### src/rtl/ext_pin_irq_pkg.sv
package ext_pin_irq_pkg;

   // Bus geometry
   localparam int ADR_W      = 8;             // Byte address width seen by the slave
   localparam int DAT_W      = 32;            // Wishbone data width
   localparam int SEL_W      = DAT_W / 8;     // One select bit per byte lane
   localparam int WORD_LSB   = 2;             // Word index starts above the byte offset

   // Pin counts
   localparam int PORT_PINS  = 16;            // Level-sensed port interrupt pins
   localparam int GROUP_SIZE = 8;             // Port pins folded into one group flag
   localparam int IRQ_LINES  = 6;             // Sense-selectable IRQ lines
   localparam int MODE_W     = 2;             // Width of one IRQ line sense field
   localparam int CTRL_W     = IRQ_LINES * MODE_W;
   localparam int REQ_W      = 8;             // Request, status and mask width

   // Register byte offsets
   localparam logic [ADR_W-1:0] OFF_SENSE  = 8'h00;  // port_pin_sense_select
   localparam logic [ADR_W-1:0] OFF_ENABLE = 8'h04;  // port_pin_interrupt_enable
   localparam logic [ADR_W-1:0] OFF_REQ    = 8'h08;  // pin_request_flags
   localparam logic [ADR_W-1:0] OFF_CTRL   = 8'h0c;  // irq_pin_control sense fields
   localparam logic [ADR_W-1:0] OFF_STATUS = 8'h10;  // Sticky event status, read clears
   localparam logic [ADR_W-1:0] OFF_MASK   = 8'h14;  // Interrupt mask, same layout

   // Field positions inside the request word
   localparam int REQ_LOW_GRP_BIT  = 7;       // Port pins 0 to 7
   localparam int REQ_HIGH_GRP_BIT = 6;       // Port pins 8 to 15

   // Reset values
   localparam logic [PORT_PINS-1:0] SENSE_RESET  = 16'h0000;
   localparam logic [PORT_PINS-1:0] ENABLE_RESET = 16'h0000;
   localparam logic [REQ_W-1:0]     REQ_RESET    = 8'h00;
   localparam logic [CTRL_W-1:0]    CTRL_RESET   = 12'h000;
   localparam logic [REQ_W-1:0]     MASK_RESET   = 8'h00;
   localparam logic [REQ_W-1:0]     STATUS_RESET = 8'h00;

   // IRQ line detection modes, in field encoding order
   typedef enum logic [MODE_W-1:0] {
      MODE_FALL,
      MODE_RISE,
      MODE_LOW,
      MODE_RSVD
   } line_mode_type;

   // Wishbone request from the master
   typedef struct packed {
      logic             cyc;
      logic             stb;
      logic             we;
      logic [ADR_W-1:0] adr;
      logic [SEL_W-1:0] sel;
      logic [DAT_W-1:0] dat;
   } wb_req_type;

   // Wishbone answer to the master
   typedef struct packed {
      logic             ack;
      logic [DAT_W-1:0] dat;
   } wb_rsp_type;

   // State of one IRQ line detector
   typedef struct packed {
      logic primed;                           // First sample after reset taken
      logic prev;                             // Pin level one clock ago
      logic flag;                             // Request flag
   } line_state_type;

   localparam line_state_type LINE_RESET = '0;

   // State of the top level
   typedef struct packed {
      logic [PORT_PINS-1:0] sense;
      logic [PORT_PINS-1:0] enable;
      logic [CTRL_W-1:0]    line_ctrl;
      logic [REQ_W-1:0]     mask;
      logic [REQ_W-1:0]     status;
      logic [REQ_W-1:0]     req_prev;
      logic [IRQ_LINES-1:0] armed;
      logic                 grp_low;
      logic                 grp_high;
      logic                 ack;
      logic [DAT_W-1:0]     rdata;
      logic                 irq;
   } main_state_type;

   localparam main_state_type MAIN_RESET = '0;

endpackage

### src/rtl/irq_line_sense.sv
`timescale 1ns/1ps
`default_nettype none

module irq_line_sense (
   input  wire logic                          ref_clk,
   input  wire logic                          arst_n,
   input  wire logic                          clk_en,
   input  wire logic                          pin,
   input  wire ext_pin_irq_pkg::line_mode_type mode,
   input  wire logic                          clear,
   output logic                               flag
);

   ext_pin_irq_pkg::line_state_type st_reg;   // Registered detector state
   ext_pin_irq_pkg::line_state_type st_next;  // Its next value
   logic                            set_ev;   // Edge seen this clock

   // Edge detection and flag update
   always_comb begin
      st_next = st_reg;
      set_ev  = 1'b0;
      st_next.primed = 1'b1;
      st_next.prev   = pin;
      case (mode)
         ext_pin_irq_pkg::MODE_FALL: begin
            // Skipped until primed so a pin low at reset gives no false edge
            set_ev = st_reg.primed & st_reg.prev & ~pin;
            st_next.flag = set_ev | (st_reg.flag & ~clear);
         end
         ext_pin_irq_pkg::MODE_RISE: begin
            set_ev = st_reg.primed & ~st_reg.prev & pin;
            st_next.flag = set_ev | (st_reg.flag & ~clear);
         end
         ext_pin_irq_pkg::MODE_LOW: begin
            // Level mode follows the pin, a clear cannot stick
            st_next.flag = ~pin;
         end
         default: begin
            // Reserved code detects nothing but still honours a clear
            st_next.flag = st_reg.flag & ~clear;
         end
      endcase
   end

   // State register, frozen while the clock enable is low
   always_ff @(posedge ref_clk or negedge arst_n) begin
      if (!arst_n) begin
         st_reg <= ext_pin_irq_pkg::LINE_RESET;
      end else if (clk_en) begin
         st_reg <= st_next;
      end
   end

   assign flag = st_reg.flag;
endmodule

`default_nettype wire

### src/rtl/ext_pin_irq_detect.sv
// Contract
// - Port pin requests at level chosen by sense
// - Per-pin enable blocks or passes requests
// - Sense and enable reset to zero
// - Request register resets to zero
// - Bit 7 ORs requests of pins 0-7
// - Bit 6 ORs requests of pins 8-15
// - Bits 5-0 flag detected IRQ line requests
// - Writing one keeps flag; armed zero clears
// - Edge request pending until flag cleared
// - Sense field selects fall, rise, low level
`timescale 1ns/1ps
`default_nettype none

module ext_pin_irq_detect (
   input  wire logic                                       ref_clk,
   input  wire logic                                       arst_n,
   input  wire logic                                       clk_en,
   input  wire ext_pin_irq_pkg::wb_req_type                wb_req,
   output ext_pin_irq_pkg::wb_rsp_type                     wb_rsp,
   input  wire logic [ext_pin_irq_pkg::PORT_PINS-1:0]      port_irq_pin,
   input  wire logic [ext_pin_irq_pkg::IRQ_LINES-1:0]      irq_line,
   output logic                                            irq_out
);

   ext_pin_irq_pkg::main_state_type              st_reg;      // All registered state
   ext_pin_irq_pkg::main_state_type              st_next;     // Its next value
   logic [ext_pin_irq_pkg::PORT_PINS-1:0]        match_vec;   // Enabled pins at active level
   logic [ext_pin_irq_pkg::IRQ_LINES-1:0]        line_flag;   // Flags from the line detectors
   logic [ext_pin_irq_pkg::IRQ_LINES-1:0]        clear_vec;   // Accepted clears per line
   logic [ext_pin_irq_pkg::REQ_W-1:0]            req_now;     // Request word as read
   logic [ext_pin_irq_pkg::REQ_W-1:0]            event_vec;   // Rising request bits
   logic [ext_pin_irq_pkg::DAT_W-1:0]            rd_word;     // Read mux output
   logic                                         bus_req;     // Master holds a request
   logic                                         wr_acc;      // Write takes effect now
   logic                                         rd_acc;      // Read completes now
   logic                                         wr_req_hit;  // Write to the request word
   logic                                         hit_sense;
   logic                                         hit_enable;
   logic                                         hit_req;
   logic                                         hit_ctrl;
   logic                                         hit_status;
   logic                                         hit_mask;

   // Word address compare, byte offset ignored
   function automatic logic word_hit(
      input logic [ext_pin_irq_pkg::ADR_W-1:0] adr,
      input logic [ext_pin_irq_pkg::ADR_W-1:0] off
   );
      word_hit = adr[ext_pin_irq_pkg::ADR_W-1:ext_pin_irq_pkg::WORD_LSB] ==
                 off[ext_pin_irq_pkg::ADR_W-1:ext_pin_irq_pkg::WORD_LSB];
   endfunction

   // Merge a 16-bit write through the two low byte lanes
   function automatic logic [15:0] lane_merge(
      input logic [15:0] old_v,
      input logic [15:0] new_v,
      input logic [1:0]  lanes
   );
      lane_merge[7:0]  = lanes[0] ? new_v[7:0]  : old_v[7:0];
      lane_merge[15:8] = lanes[1] ? new_v[15:8] : old_v[15:8];
   endfunction

   // Address decode
   assign hit_sense  = word_hit(wb_req.adr, ext_pin_irq_pkg::OFF_SENSE);
   assign hit_enable = word_hit(wb_req.adr, ext_pin_irq_pkg::OFF_ENABLE);
   assign hit_req    = word_hit(wb_req.adr, ext_pin_irq_pkg::OFF_REQ);
   assign hit_ctrl   = word_hit(wb_req.adr, ext_pin_irq_pkg::OFF_CTRL);
   assign hit_status = word_hit(wb_req.adr, ext_pin_irq_pkg::OFF_STATUS);
   assign hit_mask   = word_hit(wb_req.adr, ext_pin_irq_pkg::OFF_MASK);

   // Bus phases: effects happen only on the edge where ack is seen high
   assign bus_req    = wb_req.cyc & wb_req.stb;
   assign wr_acc     = bus_req & st_reg.ack & wb_req.we;
   assign rd_acc     = bus_req & st_reg.ack & ~wb_req.we;
   assign wr_req_hit = wr_acc & hit_req & wb_req.sel[0];

   // Pin matches level chosen by its sense bit and is enabled
   assign match_vec = st_reg.enable & ~(port_irq_pin ^ st_reg.sense);

   // Request word: two group flags above six line flags
   assign req_now = {st_reg.grp_low, st_reg.grp_high, line_flag};
   assign event_vec = req_now & ~st_reg.req_prev;

   // Clear only bits written zero that were earlier read as one
   assign clear_vec = wr_req_hit ?
                      (st_reg.armed & ~wb_req.dat[ext_pin_irq_pkg::IRQ_LINES-1:0]) :
                      '0;

   // Read mux; unmapped words and unused upper bits read as zero
   always_comb begin
      rd_word = '0;
      if (hit_sense) begin
         rd_word[ext_pin_irq_pkg::PORT_PINS-1:0] = st_reg.sense;
      end else if (hit_enable) begin
         rd_word[ext_pin_irq_pkg::PORT_PINS-1:0] = st_reg.enable;
      end else if (hit_req) begin
         rd_word[ext_pin_irq_pkg::REQ_W-1:0] = req_now;
      end else if (hit_ctrl) begin
         rd_word[ext_pin_irq_pkg::CTRL_W-1:0] = st_reg.line_ctrl;
      end else if (hit_status) begin
         rd_word[ext_pin_irq_pkg::REQ_W-1:0] = st_reg.status;
      end else if (hit_mask) begin
         rd_word[ext_pin_irq_pkg::REQ_W-1:0] = st_reg.mask;
      end
   end

   // One detector per IRQ line, mode field taken from the control word
   genvar gi;
   generate
      for (gi = 0; gi < ext_pin_irq_pkg::IRQ_LINES; gi++) begin : g_line
         irq_line_sense u_sense (
            .ref_clk (ref_clk),
            .arst_n  (arst_n),
            .clk_en  (clk_en),
            .pin     (irq_line[gi]),
            .mode    (ext_pin_irq_pkg::line_mode_type'(
                        st_reg.line_ctrl[gi*ext_pin_irq_pkg::MODE_W +:
                                         ext_pin_irq_pkg::MODE_W])),
            .clear   (clear_vec[gi]),
            .flag    (line_flag[gi])
         );
      end
   endgenerate

   // Next-state logic for registers, bus answer and interrupt
   always_comb begin
      st_next = st_reg;

      // Ack one clock after the request, dropped after one clock
      st_next.ack = bus_req & ~st_reg.ack;
      if (bus_req && !st_reg.ack && !wb_req.we) begin
         // Capture what the master will see, so arming uses the same value
         st_next.rdata = rd_word;
      end

      // Group flags are resampled on every enabled clock
      st_next.grp_low  = |match_vec[ext_pin_irq_pkg::GROUP_SIZE-1:0];
      st_next.grp_high = |match_vec[ext_pin_irq_pkg::PORT_PINS-1:
                                    ext_pin_irq_pkg::GROUP_SIZE];

      // Writable registers through byte lanes
      if (wr_acc && hit_sense) begin
         st_next.sense = lane_merge(st_reg.sense, wb_req.dat[15:0], wb_req.sel[1:0]);
      end
      if (wr_acc && hit_enable) begin
         // Unused pins are expected to be left disabled by software
         st_next.enable = lane_merge(st_reg.enable, wb_req.dat[15:0], wb_req.sel[1:0]);
      end
      if (wr_acc && hit_ctrl) begin
         st_next.line_ctrl = ext_pin_irq_pkg::CTRL_W'(lane_merge(
            16'(st_reg.line_ctrl), wb_req.dat[15:0], wb_req.sel[1:0]));
      end
      if (wr_acc && hit_mask && wb_req.sel[0]) begin
         st_next.mask = wb_req.dat[ext_pin_irq_pkg::REQ_W-1:0];
      end

      // Arm flags read as one; any write to the request word with sel[0] set disarms all
      if (rd_acc && hit_req) begin
         st_next.armed = st_reg.armed | st_reg.rdata[ext_pin_irq_pkg::IRQ_LINES-1:0];
      end
      if (wr_req_hit) begin
         st_next.armed = '0;
      end

      // Sticky status; a new event wins over a read clear in the same clock
      st_next.req_prev = req_now;
      st_next.status   = st_reg.status;
      if (rd_acc && hit_status) begin
         st_next.status = st_reg.status & ~st_reg.rdata[ext_pin_irq_pkg::REQ_W-1:0];
      end
      st_next.status = st_next.status | event_vec;

      // Registered level interrupt
      st_next.irq = |(st_next.status & st_next.mask);
   end

   // State register; reset values are fixed constants
   always_ff @(posedge ref_clk or negedge arst_n) begin
      if (!arst_n) begin
         st_reg <= ext_pin_irq_pkg::MAIN_RESET;
      end else if (clk_en) begin
         st_reg <= st_next;
      end
   end

   // Outputs straight from flip-flops
   assign wb_rsp.ack = st_reg.ack;
   assign wb_rsp.dat = st_reg.rdata;
   assign irq_out    = st_reg.irq;

   // Edge-mode test for line 0, used by two checks
   logic edge_mode0;
   assign edge_mode0 = ~st_reg.line_ctrl[1];
endmodule

`default_nettype wire

### config.mk
export PLATFORM = sky130hd
export DESIGN_NAME = ext_pin_irq_detect
export DESIGN_NICKNAME = d
export VERILOG_FILES = /design/src/rtl/ext_pin_irq_pkg.sv /design/src/rtl/irq_line_sense.sv /design/src/rtl/ext_pin_irq_detect.sv
export SDC_FILE = /design/constraint.sdc
export NUM_CORES = 1
export LEC_CHECK = 0
export ABC_CLOCK_PERIOD_IN_PS = 2350
export BUFFER_PORTS_ARGS = -buffer_cell sky130_fd_sc_hd__buf_2
export CAP_MARGIN = 20
export CORE_ASPECT_RATIO = 0.75
export CORE_MARGIN = 10
export CORE_UTILIZATION = 56
export CTS_CLUSTER_SIZE = 24
export DETAILED_ROUTE_END_ITERATION = 12
export PLACE_DENSITY = 0.83
export SKIP_LAST_GASP = 1
export SYNTH_ARGS = -nofsm -noshare
export SYNTH_HDL_FRONTEND = slang
export SYNTH_SLANG_ARGS = --single-unit
### constraint.sdc
create_clock -name ref_clk -period 2.35 [get_ports ref_clk]
set_input_delay 0.235 -clock ref_clk [delete_from_list [all_inputs] [get_ports ref_clk]]
set_output_delay 0.235 -clock ref_clk [all_outputs]
set_load 0.01 [all_outputs]
After elaboration in Yosys (flattened, before gate mapping)
Cells that the tools add are included.
Widths: inputs -> output; s select.
Cells by class
  mux-type cells: 20
  bitwise operators: 81
  equality and inequality tests: 17
  reductions and logical operators: 30
Operator list (number)
  $mux 8: 6
  $and 1x1->1: 37
  $and 8x8->8: 3
  $reduce_or 8->1: 3
  $not 1->1: 20
  $mux 6: 3
  $pmux 1 s3: 6
  $reduce_and 3->1: 6
  $and 16x16->16: 1
  $mux 16: 1
  $not 16->16: 1
  $not 8->8: 2
  $xor 16x16->16: 1
  $eq 2x1->1 const B: 6
  $eq 2x2->1 const B: 6
  $eq 6x2->1 const B: 2
  $eq 6x3->1 const B: 2
  $logic_not 2->1: 6
  $mux 12: 1
  $mux 4: 3
  $or 1x1->1: 12
  $logic_and 1x1->1: 9
  $or 8x8->8: 1
  $and 6x6->6: 1
  other kinds (7): 9
Storage, ports and cells
  output and inout port bits: 34
  input bits: 72
  register bits after elaboration: 107

Longest topological paths before layout
  depth after elaboration: 10
  gate-level depth with buffers: 7
  mapped depth without buffers: 5

Modules after synthesis
Synthesis repeated with hierarchy kept, for this count alone.
Second synthesis, totals
  cells, all modules: 508
  area, all modules: 5818.1 µm²
By module, submodules not included
  ext_pin_irq_detect: area each 4962.3 µm², cells each 436, instances 1
  irq_line_sense: area each 142.6 µm², cells each 12, instances 6

Least setup slack after synthesis
OpenSTA, ideal clock, no wires.
  path kind: input -> register
  start: input wb_req[43] (netlist name)
  end: register st_reg[100] (netlist name)
  library setup time: 0.125 ns
  data arrival time: 1.854 ns
  slack: 0.370 ns
  stages: 6
  data required time: 2.225 ns
  path through: or4_4 > buf_6 > or3_1 > buf_6 > nor2_8 > mux2_4
On the way
  cells in the longest elaborated chain, start to end: 3
Ends and longest elaborated chain
  start, declared: line ext_pin_irq_detect.sv:19  | input wire ext_pin_irq_pkg::wb_req_type wb_req,
  $logic_not 6->1: line ext_pin_irq_detect.sv:50  | word_hit = adr[ext_pin_irq_pkg::ADR_W-1:ext_pin_irq_pkg::WORD_LSB] ==
  $logic_and 1x1->1: line ext_pin_irq_detect.sv:143  | if (wr_acc && hit_sense) begin
  $reduce_and 3->1 (no source line)
  end signal, assigned: line ext_pin_irq_detect.sv:181  | st_reg <= ext_pin_irq_pkg::MAIN_RESET;
  end signal, assigned: line ext_pin_irq_detect.sv:183  | st_reg <= st_next;
  end, declared: line ext_pin_irq_detect.sv:26  | ext_pin_irq_pkg::main_state_type st_reg;
No other way between the ends.
A chain may end at the register's enable or synchronous reset.

Worst setup path in the final report
  start: register st_reg, in the netlist wb_rsp[32]
  end: register st_reg, in the netlist irq_out
On the way
  cells in the longest elaborated chain, start to end: 7
  elaborated cells between the ends (all ways): 11
Ends and longest elaborated chain
  $and 1x1->1 *: line ext_pin_irq_detect.sv:74, ext_pin_irq_detect.sv:75
  $and 1x1->1, on equally long branches: line ext_pin_irq_detect.sv:75, ext_pin_irq_detect.sv:74
  $logic_and 1x1->1, on equally long branches: line ext_pin_irq_detect.sv:169, ext_pin_irq_detect.sv:154
  $mux 8 / $logic_and 1x1->1 (equally long branches): line ext_pin_irq_detect.sv:169, ext_pin_irq_detect.sv:154
  $or 8x8->8 / $mux 8 (equally long branches): line ext_pin_irq_detect.sv:172, ext_pin_irq_detect.sv:154
  $and 8x8->8 *: line ext_pin_irq_detect.sv:175  | st_next.irq = |(st_next.status & st_next.mask);
  $reduce_or 8->1 *: line ext_pin_irq_detect.sv:175
Every way passes the cells marked *; elsewhere a longest branch is shown, timed or not.

==> results.cfg <==
[status]
status = finished, final reports clean

[min_path]
hold_depth = 2
worst_hold_startpoint = wb_req[13]
min_to = st_reg[91]$_DFFE_PN0P_
min-delay-path-class = in2reg

[drt]
routed_wl_um = 14820
vias = 4283
ant_nets = 0
post-route-drc-count = 0
avgRoutedWirePerCell_um = 21.11
dr.first_iter.drc_count = 610
vias_per_cell = 6.101
first_pass_iters = 5

[final_layout]
fill_cells = 760
final_cell_area_mm2 = 0.006260
drive_gt1_share_pct = 30.88
largest_reg_flops = 74
nets = 637
final_cell_mix = 107 x dfrtp_1, 68 x buf_2, 53 x mux2_2, 40 x nor2_1, 36 x a21oi_1
synthToLayoutAreaGrowth_pct = 12.02
fin_cells = 702
antennaDiodeCount = 0
final_common_cell = dfrtp_1

[cts]
root_buffer = clkbuf_16
clkTransAtPathRegs_ps = 70
htree_levels = 3
cts_tree = done
cts_setup_buffers = 0
post_cts_resized = 0
cts_buffer_depth = 2
clock_latency_ps = 350
numCtsBuffers = 9
cts_sinks = 107

[yosys]
synth.distinct_cells = 57
syn-cell-area_mm2 = 0.005588
avgSynthCellArea_um2 = 10.98
yosys.area.top_type = dfrtp_1
yosys_register_bits = 107
synth_top_area_share_pct = 47.92
ys.warnings.count = 0
synthTopCellsByArea = dfrtp_1 48%, mux2_2 11%, buf_4 4.4%, mux2i_1 3.4%, a21oi_1 3.2%
ys_seq_area_share_pct = 47.92
synth_cells = 509

[die]
core_area_mm2 = 0.009697
start_util_pct = 57.63
die_area_mm2 = 0.01442
die_w_um = 135.3
die_h_um = 106.5
io_pins = 106
std_cell_rows = 31

[sta]
finalCriticalPeriod_ps = 2153
tns_ps = 0
period_share_pct = 91.60
worst_slew_pin_slew_ps = 558.5
rsz0062_at_grt = false
drv_slew = 0
fin_ws_ps = 197.3
slew_headroom_pct = 62.76
fmax_ghz = 0.4645
clock-skew-final_ps = 6.911
setup_violations = 0
worst_hold_slack_ps = 137.3
final_hold_viol_count = 0

[global_routing]
gr-total-overflow = 0
grt_pass1_wl_um = 23070
track_usage_pct = 20.31
grt_max_degree = 65
grt_pass1_vias = 4274
antenna_found_initial = 0

[worst_setup_path]
worstPathMaxFanout = 9
end_kind = flop
worstPathArrival_ps = 2380
crit_path_max_incr_delay_ps = 400
r2r_cells = 5
r2r-end = irq_out$_DFFE_PN0P_
crit_slowest_cell = nand4_2
crit_required_ps = 2580
crit_path_start_kind = flop
reg2reg_slack_ps = 200
crit_chain = and4_1, nand4_2, nor3b_1, o32ai_1, o41a_1
rr_startpoint = wb_rsp[32]$_DFFE_PN0P_
worstSetupPathType = reg2reg

[placement]
gp_congestion = 0.8754
place_ws_ps = 213.6
port_buffers = 69
place_area_mm2 = 0.005936
place_hpwl_um = 11010
placed_cells = 685

[power_and_ir_drop]
cellLeakagePower_nw = 2.876
powerDensity_mw_per_mm2 = 623.7
vdd_drop_max_mv = 0.3481

[job]
cap_viol_max_count = 0
## worst max-delay path, delay by kind of cell, from the launching register on
family / cells / cell delay, ps
compound gates: 2 / 510
flops: 1 / 380
simple gates: 3 / 1140
## routing by layer
| metal | vias to the layer above | GRT usage (%) | routed length [um] |
|---|---|---|---|
| met4 | 0 | 4.294 | 140 |
| met1 | 2142 | 28.16 | 6559 |
| met2 | 204 | 30.72 | 6616 |
| met3 | 17 | 6.115 | 1500 |
| met5 | - | 0 | 0 |
| li1 | 1920 | - | - |
## power by group
group          internal, mW  leakage, nW  switching (mW)
logic                 0.146         1.38           0.224
registers              1.90         1.34          0.0489
clock network         0.917        0.156           0.671
total                  2.96         2.88           0.944
## synthesized netlist by cell type (all sizes together)
cell type,count
a21oi,36
nand3,2
clkbuf,11
nor2,42
nor4,1
and2,2
nor2b,8
o32ai,1
nand3b,1
mux2i,19
o21ai,27
conb,1
a22oi,5
a221oi,4
o41a,1
nand4,12
a31oi,6
nor4bb,5
a22o,8
xnor2,16
inv,3
nand2,25
and3b,2
o22ai,3
or3,2
or2,3
mux2,62
and3,1
or4,1
and4,1
o311ai,1
and4b,1
o2bb2ai,1
buf,45
or3b,1
dfrtp,107
o31ai,7
a222oi,7
nor3b,10
nor3,6
a21o,1
nand2b,11
## timing repair
item / CTS / global route
hold endpoints to repair: 43 / 0
hold buffers: 1 / 0
endpoints found under the setup margin: 0 / 0
## cell type report
type	instances	area (um2)	area share (%)
clock buffers	13	270.3	4.317
clock inverters	3	43.79	0.6996
inverters	3	11.26	0.1799
multi-input cells	358	2601	41.56
flip-flops and latches	107	2678	42.77
well taps	132	165.2	2.638
repair buffers	86	490.5	7.835
## worst max-delay path by stage
stage,depth (start not counted),to,start
after floorplan,6,st_reg[100]$_DFFE_PN0P_,wb_req[43]
after global placement,5,st_reg[96]$_DFFE_PN0P_,wb_req[43]
after detailed placement,5,st_reg[94]$_DFFE_PN0P_,wb_req[43]
after CTS,5,irq_out$_DFFE_PN0P_,wb_rsp[32]$_DFFE_PN0P_
after global routing,5,irq_out$_DFFE_PN0P_,wb_rsp[32]$_DFFE_PN0P_
final,5,irq_out$_DFFE_PN0P_,wb_rsp[32]$_DFFE_PN0P_
## stage by stage
| step | total power [mW] | util (%) |
|---|---|---|
| 5_1_grt | 4.016 | 64.55 |
| 4_1_cts | 3.901 | 64.55 |
| 3_5_place_dp | 2.341 | 61.21 |
| 6_report | 3.904 | 64.55 |
| 2_1_floorplan | 2.194 | - |
| 3_3_place_gp | 2.323 | 61.21 |
## kinds of logic (layout without fill, tap and decap cells)
kind of cell    after synthesis  in the layout  synth area share, %
buf+inv                      59            105                6.538
mux                          81             81                16.44
simple gates                137            137                14.33
compound gates              108            108                12.20
xor+xnor                     16             16                2.508
other cells                   1             16              0.06711
flops                       107            107                47.92
Power figures use the tool's default switching activity.
